$ cat config.mk
export PLATFORM = sky130hd
export DESIGN_NAME = fps_phase_sequencer
export DESIGN_NICKNAME = d
export VERILOG_FILES = /design/src/fps_phase_sequencer.v
export VERILOG_INCLUDE_DIRS = /design/src
export SDC_FILE = /design/constraint.sdc
export NUM_CORES = 1
export LEC_CHECK = 0
export ABC_AREA = 1
export BUFFER_PORTS_ARGS = -buffer_cell sky130_fd_sc_hd__buf_2
export CAP_MARGIN = 30
export CORE_MARGIN = 3
export CORE_UTILIZATION = 50
export DETAILED_ROUTE_END_ITERATION = 16
export GPL_ROUTABILITY_DRIVEN = 0
export MAX_ROUTING_LAYER = met4
export PLACE_DENSITY_LB_ADDON = 0.05
export SYNTH_ARGS = -nofsm -noshare
export SYNTH_HDL_FRONTEND = slang
export SYNTH_SLANG_ARGS = --single-unit
export TNS_END_PERCENT = 5
$ cat constraint.sdc
create_clock -name mclk -period 7.7 [get_ports mclk]
set_input_delay 0.77 -clock mclk [delete_from_list [all_inputs] [get_ports mclk]]
set_output_delay 0.77 -clock mclk [all_outputs]
set_load 0.005 [all_outputs]
$ cat src/fps_map.vh
// register offsets, field positions and constants of the phase sequencer
`ifndef FPS_MAP_VH
`define FPS_MAP_VH
`define FPS_ADDR_W 3
`define FPS_A_STATUS 3'h0
`define FPS_A_DOR 3'h1
`define FPS_A_DSR 3'h2
`define FPS_A_DATA 3'h3
`define FPS_A_CFG3 3'h4
`define FPS_A_SETUP 3'h5
`define FPS_A_XFER 3'h6
`define FPS_A_RESULT 3'h7
`define FPS_DOR_RST_B 2
`define FPS_DOR_DMA_B 3
`define FPS_DSR_RST_B 7
`define FPS_CFG3_PLAT_B 6
`define FPS_CFG3_ENC_B 5
`define FPS_MSR_RQM_B 7
`define FPS_MSR_DIO_B 6
`define FPS_MSR_NDMA_B 5
`define FPS_MSR_CB_B 4
`define FPS_SET_DMA_B 0
`define FPS_SET_FEN_B 1
`define FPS_SET_THR_LO 4
`define FPS_SET_THR_HI 7
`define FPS_ST_IDLE 3'h0
`define FPS_ST_CMD 3'h1
`define FPS_ST_EXEC 3'h2
`define FPS_ST_RES 3'h3
`define FPS_ST_BAD 3'h4
`define FPS_OP_VALID 8'h01
`define FPS_OP_READ 8'h02
`define FPS_OP_WRITE 8'h03
`define FPS_PARAM_N 4'h2
`define FPS_RES_N 4'h2
`define FPS_ST_ABN 8'h40
`define FPS_ST_BADCMD 8'h80
`define FPS_FIFO_DEPTH 16
`endif

$ cat src/fps_phase_sequencer.v
// command, execution and result phase sequencer with 16-byte data fifo
`timescale 1ns/1ps
`include "fps_map.vh"
module fps_phase_sequencer #(
  parameter DEPTH = `FPS_FIFO_DEPTH,
  parameter CW = 5
) (
  input wire mclk, // system clock
  input wire reset_n, // hardware reset pin
  input wire [`FPS_ADDR_W-1:0] addr, // register address
  input wire [7:0] wdata, // write data
  input wire wr_stb, // write strobe
  input wire rd_stb, // read strobe
  output reg [7:0] rdata, // read data, cycle after read
  input wire dma_ack_n, // dma acknowledge pin
  input wire count_done_input, // terminal count pin, mode polarity
  input wire io_rd_n, // dma read strobe pin
  input wire io_wr_n, // dma write strobe pin
  input wire [7:0] disk_rdata, // byte from disk side
  input wire disk_rvalid, // disk delivers a byte
  input wire disk_rd_take, // disk side takes a byte
  input wire sector_last, // last byte of a sector at disk side
  input wire disk_error, // overrun or underrun on disk side
  input wire density_hi, // wanted high density
  output reg [7:0] disk_wdata, // byte to disk side
  output reg floppy_irq_out, // interrupt pin level
  output reg floppy_irq_oe, // interrupt pin enable
  output reg dma_request_out, // dma request pin level
  output reg dma_request_oe, // dma request pin enable
  output reg density_select_out, // density pin, mode polarity
  output reg core_reset // core held in reset
);
  // ==========================================================
  // reset release and pin sync
  reg [1:0] rst_sync_reg;
  wire rst_n = rst_sync_reg[1];
  always @(posedge mclk or negedge reset_n) begin
    if (!reset_n)
      rst_sync_reg <= 2'h0;
    else
      rst_sync_reg <= {rst_sync_reg[0], 1'b1};
  end
  reg [3:0] pin_s1_reg, pin_s2_reg;
  always @(posedge mclk or negedge rst_n) begin
    if (!rst_n) begin
      pin_s1_reg <= 4'hF;
      pin_s2_reg <= 4'hF;
    end else begin
      pin_s1_reg <= {dma_ack_n, count_done_input, io_rd_n, io_wr_n};
      pin_s2_reg <= pin_s1_reg;
    end
  end
  reg ack_d_reg;
  wire ack = ~pin_s2_reg[3];
  wire rd_act = ~pin_s2_reg[1];
  wire wr_act = ~pin_s2_reg[0];
  wire ack_edge = ack & ~ack_d_reg;
  // ==========================================================
  // registers
  reg [7:0] dor_reg, cfg3_reg, setup_reg, xfer_reg, status_reg;
  reg dsr_rst_reg;
  wire mode_b = ~cfg3_reg[`FPS_CFG3_PLAT_B] & cfg3_reg[`FPS_CFG3_ENC_B];
  wire mode_a = cfg3_reg[`FPS_CFG3_PLAT_B];
  // count done is active low only in mode b
  wire tc = mode_b ? ~pin_s2_reg[2] : pin_s2_reg[2];
  wire soft_rst = dor_reg[`FPS_DOR_RST_B] | dsr_rst_reg;
  wire dma_mode = setup_reg[`FPS_SET_DMA_B];
  wire [4:0] thr = {1'b0, setup_reg[`FPS_SET_THR_HI:`FPS_SET_THR_LO]} +
    5'h01;
  always @(posedge mclk or negedge rst_n) begin
    if (!rst_n) begin
      dor_reg <= 8'h04;
      dsr_rst_reg <= 1'b0;
      cfg3_reg <= 8'h40;
    end else begin
      dsr_rst_reg <= 1'b0;
      if (wr_stb && addr == `FPS_A_DOR)
        dor_reg <= wdata;
      if (wr_stb && addr == `FPS_A_DSR)
        dsr_rst_reg <= wdata[`FPS_DSR_RST_B];
      if (wr_stb && addr == `FPS_A_CFG3)
        cfg3_reg <= wdata;
    end
  end
  // ==========================================================
  // phase machine and fifo
  reg [2:0] state_reg;
  // phase encodings
  localparam [2:0] PH_IDLE = `FPS_ST_IDLE;
  localparam [2:0] PH_CMD = `FPS_ST_CMD;
  localparam [2:0] PH_EXEC = `FPS_ST_EXEC;
  localparam [2:0] PH_RES = `FPS_ST_RES;
  localparam [2:0] PH_BAD = `FPS_ST_BAD;
  reg [3:0] cnt_reg;
  reg [7:0] op_reg, last_sec_reg, sec_reg;
  reg rqm_reg, dio_reg, irq_reg, drq_reg, busy_reg, rdir_reg;
  reg fifo_en_reg, abn_reg;
  reg [7:0] mem [0:DEPTH-1];
  reg [3:0] wp_reg, rp_reg;
  reg [CW-1:0] fill_reg;
  wire full = fill_reg == DEPTH[CW-1:0];
  wire empty = fill_reg == {CW{1'b0}};
  wire exec = state_reg == PH_EXEC;
  wire data_wr = wr_stb && addr == `FPS_A_DATA;
  wire data_rd = rd_stb && addr == `FPS_A_DATA;
  // dma ack with a read or write strobe selects the fifo, no address needed
  wire dma_rd = exec & dma_mode & ack_edge & rd_act;
  wire dma_wr = exec & dma_mode & ack_edge & wr_act;
  // verify: ack alone, byte mode read
  wire verify = exec & dma_mode & ack_edge & ~rd_act & ~wr_act &
    rdir_reg & ~fifo_en_reg;
  wire host_pop = exec & rdir_reg & ~empty &
    ((data_rd & ~dma_mode) | dma_rd | verify);
  wire host_push = exec & ~rdir_reg & ~full &
    ((data_wr & ~dma_mode) | dma_wr);
  wire disk_push = exec & rdir_reg & disk_rvalid & ~full;
  wire disk_pop = exec & ~rdir_reg & disk_rd_take & ~empty;
  wire push = host_push | disk_push;
  wire pop = host_pop | disk_pop;
  // byte mode behaves as threshold of one entry
  wire [4:0] lvl = fifo_en_reg ? thr : 5'h01;
  wire rd_hit = fill_reg >= (DEPTH[CW-1:0] - lvl) ||
    (disk_push & sector_last);
  wire wr_room = (DEPTH[CW-1:0] - fill_reg) >= lvl;
  wire tc_hit = tc & ack;
  wire last_done = disk_push & sector_last & sec_reg == last_sec_reg;
  wire implicit_end = disk_error | last_done;
  always @(posedge mclk) begin
    if (push)
      mem[wp_reg] <= disk_push ? disk_rdata : wdata;
  end
  always @(posedge mclk or negedge rst_n) begin
    if (!rst_n) begin
      state_reg <= `FPS_ST_IDLE;
      cnt_reg <= 4'h0;
      op_reg <= 8'h00;
      last_sec_reg <= 8'h00;
      sec_reg <= 8'h00;
      rqm_reg <= 1'b0;
      dio_reg <= 1'b0;
      irq_reg <= 1'b0;
      drq_reg <= 1'b0;
      busy_reg <= 1'b0;
      rdir_reg <= 1'b0;
      fifo_en_reg <= 1'b0;
      abn_reg <= 1'b0;
      setup_reg <= 8'h00;
      xfer_reg <= 8'h00;
      status_reg <= 8'h00;
      wp_reg <= 4'h0;
      rp_reg <= 4'h0;
      fill_reg <= {CW{1'b0}};
      ack_d_reg <= 1'b0;
      disk_wdata <= 8'h00;
    end else if (soft_rst) begin
      state_reg <= `FPS_ST_IDLE;
      rqm_reg <= 1'b0;
      dio_reg <= 1'b0;
      irq_reg <= 1'b0;
      drq_reg <= 1'b0;
      busy_reg <= 1'b0;
      fifo_en_reg <= 1'b0;
      status_reg <= 8'h00;
      wp_reg <= 4'h0;
      rp_reg <= 4'h0;
      fill_reg <= {CW{1'b0}};
      ack_d_reg <= ack;
    end else begin
      ack_d_reg <= ack;
      if (push)
        wp_reg <= wp_reg + 4'h1;
      if (pop)
        rp_reg <= rp_reg + 4'h1;
      if (push & ~pop)
        fill_reg <= fill_reg + {{(CW-1){1'b0}}, 1'b1};
      else if (pop & ~push)
        fill_reg <= fill_reg - {{(CW-1){1'b0}}, 1'b1};
      if (disk_pop)
        disk_wdata <= mem[rp_reg];
      if (wr_stb && addr == `FPS_A_SETUP)
        setup_reg <= wdata;
      if (wr_stb && addr == `FPS_A_XFER)
        xfer_reg <= wdata;
      case (state_reg)
        PH_IDLE: begin
          rqm_reg <= 1'b1;
          dio_reg <= 1'b0;
          busy_reg <= 1'b0;
          fifo_en_reg <= 1'b0;
          if (data_wr && rqm_reg) begin
            rqm_reg <= 1'b0;
            busy_reg <= 1'b1;
            op_reg <= wdata;
            cnt_reg <= 4'h0;
            if (wdata == `FPS_OP_READ || wdata == `FPS_OP_WRITE ||
                wdata == `FPS_OP_VALID)
              state_reg <= `FPS_ST_CMD;
            else
              state_reg <= `FPS_ST_BAD;
          end
        end
        PH_CMD: begin
          if (!rqm_reg && cnt_reg != `FPS_PARAM_N) begin
            rqm_reg <= 1'b1;
          end else if (data_wr && rqm_reg) begin
            rqm_reg <= 1'b0;
            cnt_reg <= cnt_reg + 4'h1;
            if (cnt_reg == 4'h0)
              last_sec_reg <= wdata;
          end else if (cnt_reg == `FPS_PARAM_N) begin
            // last parameter taken, rqm stays clear except on a non-dma write
            fifo_en_reg <= setup_reg[`FPS_SET_FEN_B];
            rdir_reg <= op_reg == `FPS_OP_READ;
            sec_reg <= 8'h00;
            abn_reg <= 1'b0;
            if (op_reg == `FPS_OP_VALID) begin
              status_reg <= 8'h00;
              state_reg <= `FPS_ST_RES;
              cnt_reg <= 4'h0;
              irq_reg <= 1'b1;
            end else begin
              state_reg <= `FPS_ST_EXEC;
              // write: request on entry
              irq_reg <= op_reg == `FPS_OP_WRITE && !dma_mode;
              rqm_reg <= op_reg == `FPS_OP_WRITE && !dma_mode;
              drq_reg <= op_reg == `FPS_OP_WRITE && dma_mode;
            end
          end
        end
        PH_EXEC: begin
          dio_reg <= rdir_reg;
          if (disk_push && sector_last)
            sec_reg <= sec_reg + 8'h01;
          if (rdir_reg) begin
            if (!dma_mode) begin
              if (rd_hit) begin
                irq_reg <= 1'b1;
                rqm_reg <= 1'b1;
              end else if (empty || (fill_reg == 5'h01 && host_pop)) begin
                irq_reg <= 1'b0;
                rqm_reg <= 1'b0;
              end
            end else if (rd_hit)
              drq_reg <= 1'b1;
            else if (empty || (fill_reg == 5'h01 && (ack | rd_act)))
              drq_reg <= 1'b0;
          end else begin
            if (!dma_mode) begin
              if (full || (host_push && fill_reg == 5'h0F)) begin
                irq_reg <= 1'b0;
                rqm_reg <= 1'b0;
              end else if (wr_room && !abn_reg) begin
                irq_reg <= 1'b1;
                rqm_reg <= 1'b1;
              end
              if (!tc && !ack && abn_reg)
                irq_reg <= 1'b0;
            end else if (full || tc_hit || abn_reg)
              drq_reg <= 1'b0;
            else if (wr_room)
              drq_reg <= 1'b1;
          end
          if (tc_hit || implicit_end) begin
            abn_reg <= 1'b1;
            status_reg <= implicit_end && !tc_hit ? `FPS_ST_ABN :
              8'h00;
          end
          // finish the sector as though count done came: drain fifo
          if (abn_reg && empty) begin
            state_reg <= `FPS_ST_RES;
            cnt_reg <= 4'h0;
            drq_reg <= 1'b0;
            irq_reg <= 1'b1;
            rqm_reg <= 1'b1;
            dio_reg <= 1'b1;
          end
        end
        PH_BAD: begin
          status_reg <= `FPS_ST_BADCMD;
          irq_reg <= 1'b1;
          state_reg <= `FPS_ST_RES;
          cnt_reg <= 4'h0;
        end
        PH_RES: begin
          rqm_reg <= 1'b1;
          dio_reg <= 1'b1;
          if (data_rd) begin
            irq_reg <= 1'b0;
            cnt_reg <= cnt_reg + 4'h1;
            if (cnt_reg == `FPS_RES_N - 4'h1) begin
              state_reg <= `FPS_ST_IDLE;
              dio_reg <= 1'b0;
              busy_reg <= 1'b0;
            end
          end
        end
        default: state_reg <= `FPS_ST_IDLE;
      endcase
    end
  end
  // ==========================================================
  // read port and pins
  wire [7:0] msr = {rqm_reg, dio_reg, exec & ~dma_mode, busy_reg, 4'h0};
  always @(posedge mclk or negedge rst_n) begin
    if (!rst_n) begin
      rdata <= 8'h00;
      floppy_irq_out <= 1'b0;
      floppy_irq_oe <= 1'b0;
      dma_request_out <= 1'b0;
      dma_request_oe <= 1'b0;
      density_select_out <= 1'b0;
      core_reset <= 1'b1;
    end else begin
      rdata <= 8'h00;
      if (rd_stb) begin
        case (addr)
          `FPS_A_STATUS: rdata <= msr;
          `FPS_A_DOR: rdata <= dor_reg;
          `FPS_A_CFG3: rdata <= cfg3_reg;
          `FPS_A_SETUP: rdata <= setup_reg;
          `FPS_A_XFER: rdata <= xfer_reg;
          `FPS_A_RESULT: rdata <= status_reg;
          `FPS_A_DATA: rdata <= state_reg == `FPS_ST_RES ? status_reg :
            mem[rp_reg];
          default: rdata <= 8'h00;
        endcase
      end
      floppy_irq_out <= irq_reg;
      dma_request_out <= drq_reg;
      // mode b ignores dma enable, else it gates the pins
      floppy_irq_oe <= mode_b | dor_reg[`FPS_DOR_DMA_B];
      dma_request_oe <= mode_b | dor_reg[`FPS_DOR_DMA_B];
      density_select_out <= mode_a ? density_hi : ~density_hi;
      core_reset <= soft_rst;
    end
  end
endmodule // fps_phase_sequencer

==> results of run 1 <==
==> Yosys cell counts, drive strengths merged (2+ instances only) <==
master / instances
dfrtp: 108
o2bb2ai: 2
dfstp: 11
o21a: 2
nand3: 71
o22ai: 4
a221oi: 4
a211oi: 3
o31ai: 6
inv: 127
clkbuf: 18
nor4: 4
ha: 27
edfxtp: 128
o21ai: 114
xor2: 17
buf: 23
xnor2: 7
or2: 2
o2111ai: 13
a21oi: 53
nor3: 17
nand4: 25
nor2: 127
nand2: 292
o211ai: 16
clkinv: 4
==> timing repair <==
| action | 4_1_cts | 5_1_grt |
|---|---|---|
| endpoints found under the setup margin | 0 | 0 |
| hold buffers | 1 | 0 |
| setup buffers | 0 | 0 |
| endpoints found under the hold margin | 2 | 0 |
==> worst reg2reg max path, cell delays in order (launching register included) <==
cell	delay, ps
dfrtp_1	390
inv_1	120
ha_1	240
nand3_1	130
inv_1	90
ha_1	230
nor2_1	210
nand2_2	310
nand2_8	230
nand2_1	160
nor2_1	620
==> final timing paths <==
| check | from | end | slack, ps | cells after the start |
|---|---|---|---|---|
| worst max-delay path | fill_reg[0] | mem[5][4] | 4610 | 10 |
| worst min-delay path | count_done_input | pin_s1_reg[2] | 320 | 1 |
| worst max register to register | fill_reg[0] | mem[5][4] | 4610 | 10 |
| worst min register to register | pin_s1_reg[0] | pin_s2_reg[0] | 350 | 0 |
| max in group asynchronous | rst_sync_reg[1] | rp_reg[0] | 5960 | 1 |
| min in group asynchronous | rst_sync_reg[1] | op_reg[5] | 390 | 0 |
==> power groups by stage <==
stage               clock [mW]  combinational, mW  sequential, mW
detailed placement           0               1.28            1.73
global route              1.37               1.45            1.73
CTS                       1.31               1.28            1.71
finish                    1.29               1.28            1.71
global placement             0               1.26            1.73
floorplan                    0              0.918            1.70
==> area by class of cell <==
cell class                      count  area, um2  area share [%]
Clock inverter                     14        134            1.00
Clock buffer                       38        768            5.75
Timing Repair Buffer               68        384            2.87
Inverter                          131        504            3.77
Tap cell                          313        392            2.93
Multi-Input combinational cell    815       4350            32.5
Sequential cell                   247       6840            51.2
==> metal layers <==
layer | track usage (%) | routed length, um | vias up
met2 | 33.8 | 12800 | 278
met1 | 37.8 | 15000 | 4246
met3 | 3.24 | 1870 | 38
li1 | - | - | 4293
met4 | 4.77 | 465 | 0
met5 | - | 0 | -
==> logic make-up (layout without fill, tap and decap cells) <==
kind of cell / after synthesis / count (layout)
buffers and inverters: 172 / 251
XOR/XNOR: 24 / 24
other: 1 / 1
AND/OR/NAND/NOR: 541 / 541
adder cells (fa/ha/maj): 27 / 27
flip-flops: 247 / 247
AO/OA/AOI/OAI: 222 / 222
==> stage by stage <==
stage               area [um2]  hold slack, ps  util (%)
floorplan                11900             331         -
global placement         12400             343      54.1
detailed placement       12500             337      54.2
CTS                      13400             299      58.2
global route             13400             294      58.2
finish                   13400             318      58.2
==> results.yml, run 1 <==
cells_and_area:
  areaGrowthSynthToFinish_pct: 12.4
  fin_cells: 1626
  diodes: 0
  max_flop_register: "mem"
  layout_commonest_cell: "nand2_1"
  drive_gt1_share_pct: 14.2
  final_cell_mix: "nand2_1, edfxtp_1, inv_1"
  nets: 1350
  largest_reg_flops: 128
  n_fill_cell: 2078
critical_path:
  slowest_stage: "nor2_1"
  cp.arrival_ps: 3270
  critPathMaxStageDelay_ps: 620
  cp_cell_sequence: "inv_1 -> ha_1 -> nand3_1 -> inv_1 -> ha_1 -> nor2_1 -> nand2_2 -> nand2_8 -> nand2_1 -> nor2_1"
  critPathMaxFanout: 17
  crit_family: "simple AND/OR/NAND/NOR gates"
  worstSetupPathType: "reg -> reg"
  crit_buf_inv: 2
  worstSetupStartpointType: "register"
  crit_required_ps: 7880
  cp-end-kind: "register"
timing:
  slew_headroom_pct: 36.0
  finalClockSkew_ps: 13.1
  setup_violations: 0
  worst_pin_slew_ps: 956
  final.setup.tns_ps: 0
  fmax_mhz: 324
  fin_ws_ps: 4610
  drv_slew: 0
  finalHoldViolCount: 0
  fin_crit_sh_pct: 40.1
  rsz0062_at_grt: "no"
  final.min_clock_period_ps: 3090
synthesis:
  synth_cells: 1234
  syn_area_per_cell_um2: 9.64
  yosys.area_share.simple_pct: 20.6
  ys_ff_latch: 247
  ys_seq_area_share_pct: 57.5
  synth_edf_count: 128
  ys_types: 57
  synth.top_cell.area_share_pct: 32.3
  ys_top_cells_by_area: "edfxtp_1, dfrtp_1, nand2_1, inv_1, o21ai_0"
  synth_top_family_by_area: "simple AND/OR/NAND/NOR gates"
  synth_fa_ha_area_share_pct: 2.84
  synth-xor-area-share_pct: 1.77
  synth_mux_area_share_pct: 0
  synth_ff_type: "edfxtp_1"
  synthesis.area_um2: 11900
  synth_compound_area_share_pct: 11.3
  ys_warn_count: 0
  synth_fp_nets: 1293
  yosys.area.top_type: "edfxtp_1"
  ys_async_sr_fraction_pct: 48.2
placement:
  dp_hpwl_um: 21000
  pre_cts_slack_ps: 4620
  dpl.cell_count: 1573
  io_buffer_count: 53
die:
  coreArea_um2: 23000
  die_area_um2: 25700
  io_pins: 54
  start_util_pct: 51.7
  rows: 55
  chipHeight_um: 160
  die_x_um: 160
grt:
  antenna_found_initial: 0
  grt_max_degree: 94
  grt-ovfl-total: 0
  first_global_vias: 8350
  grt_pass1_wl_um: 47700
  global_route.usage.total_pct: 24.1
clock_network:
  root_buffer: "clkbuf_16"
  cts_resized: 0
  h-tree-depth: 1
  cts_sinks: 247
  cts_tree: "yes"
  cts_inserted_buffers: 28
  clk_latency_ps: 560
  path_clk_slew_ps: 60
  cts_buffer_depth: 3
power_and_ir_drop:
  power.internal_mw: 2.73
  power.density_nw_per_um2: 320
  p_leak_nw: 5.68
  pwr-share-seq_pct: 39.9
  power_mw: 4.28
  p_comb_share_pct: 30.0
  sw_frac_of_total_pct: 36.3
  power.share.clock_pct: 30.1
  ir_worst_vdd_uv: 217
  power_switching_mw: 1.55
min_path:
  min-delay-path-class: "in -> reg"
route:
  drc_errors: 0
  detail-route-antenna-nets: 0
  vias: 8855
  wl_per_cell_um: 18.5
  wl_um: 30100
  first_pass_iters: 5
  via_per_inst: 5.45
  drtIter0Drc: 795
flow_run:
  cap_violations: 0
outcome:
  status: "finished, final reports clean"
Note: power is estimated with default switching activity, not from simulation.
==> inputs of run 2 (changes only) <==
Clock period 7.7 ns to 2.9 ns, I/O delays scaled along.
==> results.yml, run 2 (synthesized netlist as in run 1, its figures left out) <==
outcome:
  status: "finished, final reports clean"
critical_path:
  critPathMaxFanout: 4
  crit_family: "simple AND/OR/NAND/NOR gates"
  crit_end: "irq_reg"
  crit_cells: 16
  cpMostUsedCell: "nand2_1"
  crit_required_ps: 3320
  cp-end-kind: "register"
  regToRegSetupSlack_ps: 260
  r2r-start: "setup_reg[4]"
  worstSetupPathType: "reg -> reg"
  cp.arrival_ps: 3060
  startpoint: "setup_reg[4]"
  worstSetupStartpointType: "register"
  slowest_stage: "dfrtp_1"
  worst_r2r_endpoint: "irq_reg"
  cp_cell_sequence: "ha_1 -> nand2_1 -> ha_2 -> nand3_1 -> xor2_2 -> ha_4 -> nand2_1 -> inv_1 -> nand2_1 -> nand3_1 -> nor2_2 -> nand4_1 -> nor2_2 -> nor2_1 -> nand3_1 -> nand2_1"
  crit_buf_inv: 1
  critPathMaxStageDelay_ps: 400
  rr_worst_depth: 16
timing:
  final.min_clock_period_ps: 2640
  finalHoldViolCount: 0
  finalClockSkew_ps: 16.9
  final.setup.tns_ps: 0
  slew_headroom_pct: 39.2
  fin_crit_sh_pct: 91.1
  setup_violations: 0
  worst_pin_slew_ps: 906
  drv_slew: 0
  fmax_mhz: 379
grt:
  grt-ovfl-total: 0
  global_route.usage.total_pct: 25.1
  first_global_vias: 8616
  grt_max_degree: 86
  antenna_found_initial: 0
  grt_pass1_wl_um: 49100
route:
  detail-route-antenna-nets: 0
  first_pass_iters: 5
  vias: 9029
  drc_errors: 0
  via_per_inst: 5.40
  drtIter0Drc: 791
  wl_um: 31100
  wl_per_cell_um: 18.6
cells_and_area:
  drive_gt1_share_pct: 17.2
  areaGrowthSynthToFinish_pct: 16.9
  max_flop_register: "mem"
  layout_commonest_cell: "nand2_1"
  largest_reg_flops: 128
  final_cell_mix: "nand2_1, edfxtp_1, inv_1"
  nets: 1395
die:
  io_pins: 54
  die_x_um: 160
  start_util_pct: 51.7
  rows: 55
  coreArea_um2: 23000
  die_area_um2: 25700
  chipHeight_um: 160
flow_run:
  cap_violations: 0
min_path:
  min-delay-path-class: "in -> reg"
  min-delay-start: "wdata[3]"
power_and_ir_drop:
  power.density_nw_per_um2: 862
  ir_worst_vdd_uv: 470
  power_mw: 12.0
  p_leak_nw: 5.97
placement:
  io_buffer_count: 53
  dp_hpwl_um: 21900
clock_network:
  clk_latency_ps: 540
  path_clk_slew_ps: 60
  cts_buffer_depth: 3
  cts_inserted_buffers: 27
  cts_tree: "yes"
  cts_sinks: 247
  root_buffer: "clkbuf_16"
  h-tree-depth: 1
## run 2: timing repair
action / CTS / global route
hold buffers: 8 / 0
setup buffers: 0 / 0
endpoints found under the setup margin: 0 / 3
gates resized for setup: 0 / 7
hold endpoints to repair: 9 / 0
## run 2: power by group
group / switching [mW] / total (mW) / internal, mW
registers: 0.382 / 4.56 / 4.18
clock network: 1.42 / 3.82 / 2.39
logic: 2.38 / 3.61 / 1.24
total: 4.18 / 12.0 / 7.81
## run 2: final cells by class
type	instances	area (um2)
Clock buffer	35	766
Timing Repair Buffer	114	781
Clock inverter	15	236
Inverter	131	504
Tap cell	313	392
Fill cell	2028	9080
Multi-Input combinational cell	815	4380
Sequential cell	247	6840
Antenna cell	1	2.50
## run 2: worst min-delay path by stage
stage / end / slack [ps] / cells after the start
6_report: setup_reg[3] / 10 / 3
4_1_cts: setup_reg[3] / 4 / 3
3_3_place_gp: rst_sync_reg[0] / 80 / 1
3_5_place_dp: rst_sync_reg[0] / 80 / 1
2_1_floorplan: rst_sync_reg[0] / -6 / 0
5_1_grt: setup_reg[3] / 30 / 3
## run 2: per-stage QoR
stage          cells  cell area, um2  hold slack, ps  setup slack (ps)  utilization (%)
2_1_floorplan   1234           11900           -5.59               459                -
6_report        1671           13900            14.6               259             60.5
3_3_place_gp    1611           12800            75.3               262             55.6
3_5_place_dp    1612           12800            75.6               117             55.6
5_1_grt         1670           13900            32.9             -23.1             60.5
4_1_cts         1670           13900            3.66               101             60.3
## run 2: layer usage
metal / wire length [um] / GRT usage [%] / part of all wire [%]
met4: 453 / 4.46 / 1.5
met2: 13400 / 35.7 / 43
met3: 2180 / 3.22 / 7.0
met1: 15100 / 39.1 / 49
met5: 0 / - / 0
## run 2: worst register-to-register path: stages, from the launching register on
cell and delay [ps]:
dfrtp_1 400, ha_1 290, nand2_1 130, ha_2 210
nand3_1 110, xor2_2 200, ha_4 230, nand2_1 100
inv_1 50, nand2_1 80, nand3_1 90, nor2_2 120
nand4_1 150, nor2_2 170, nor2_1 70, nand3_1 70
nand2_1 50
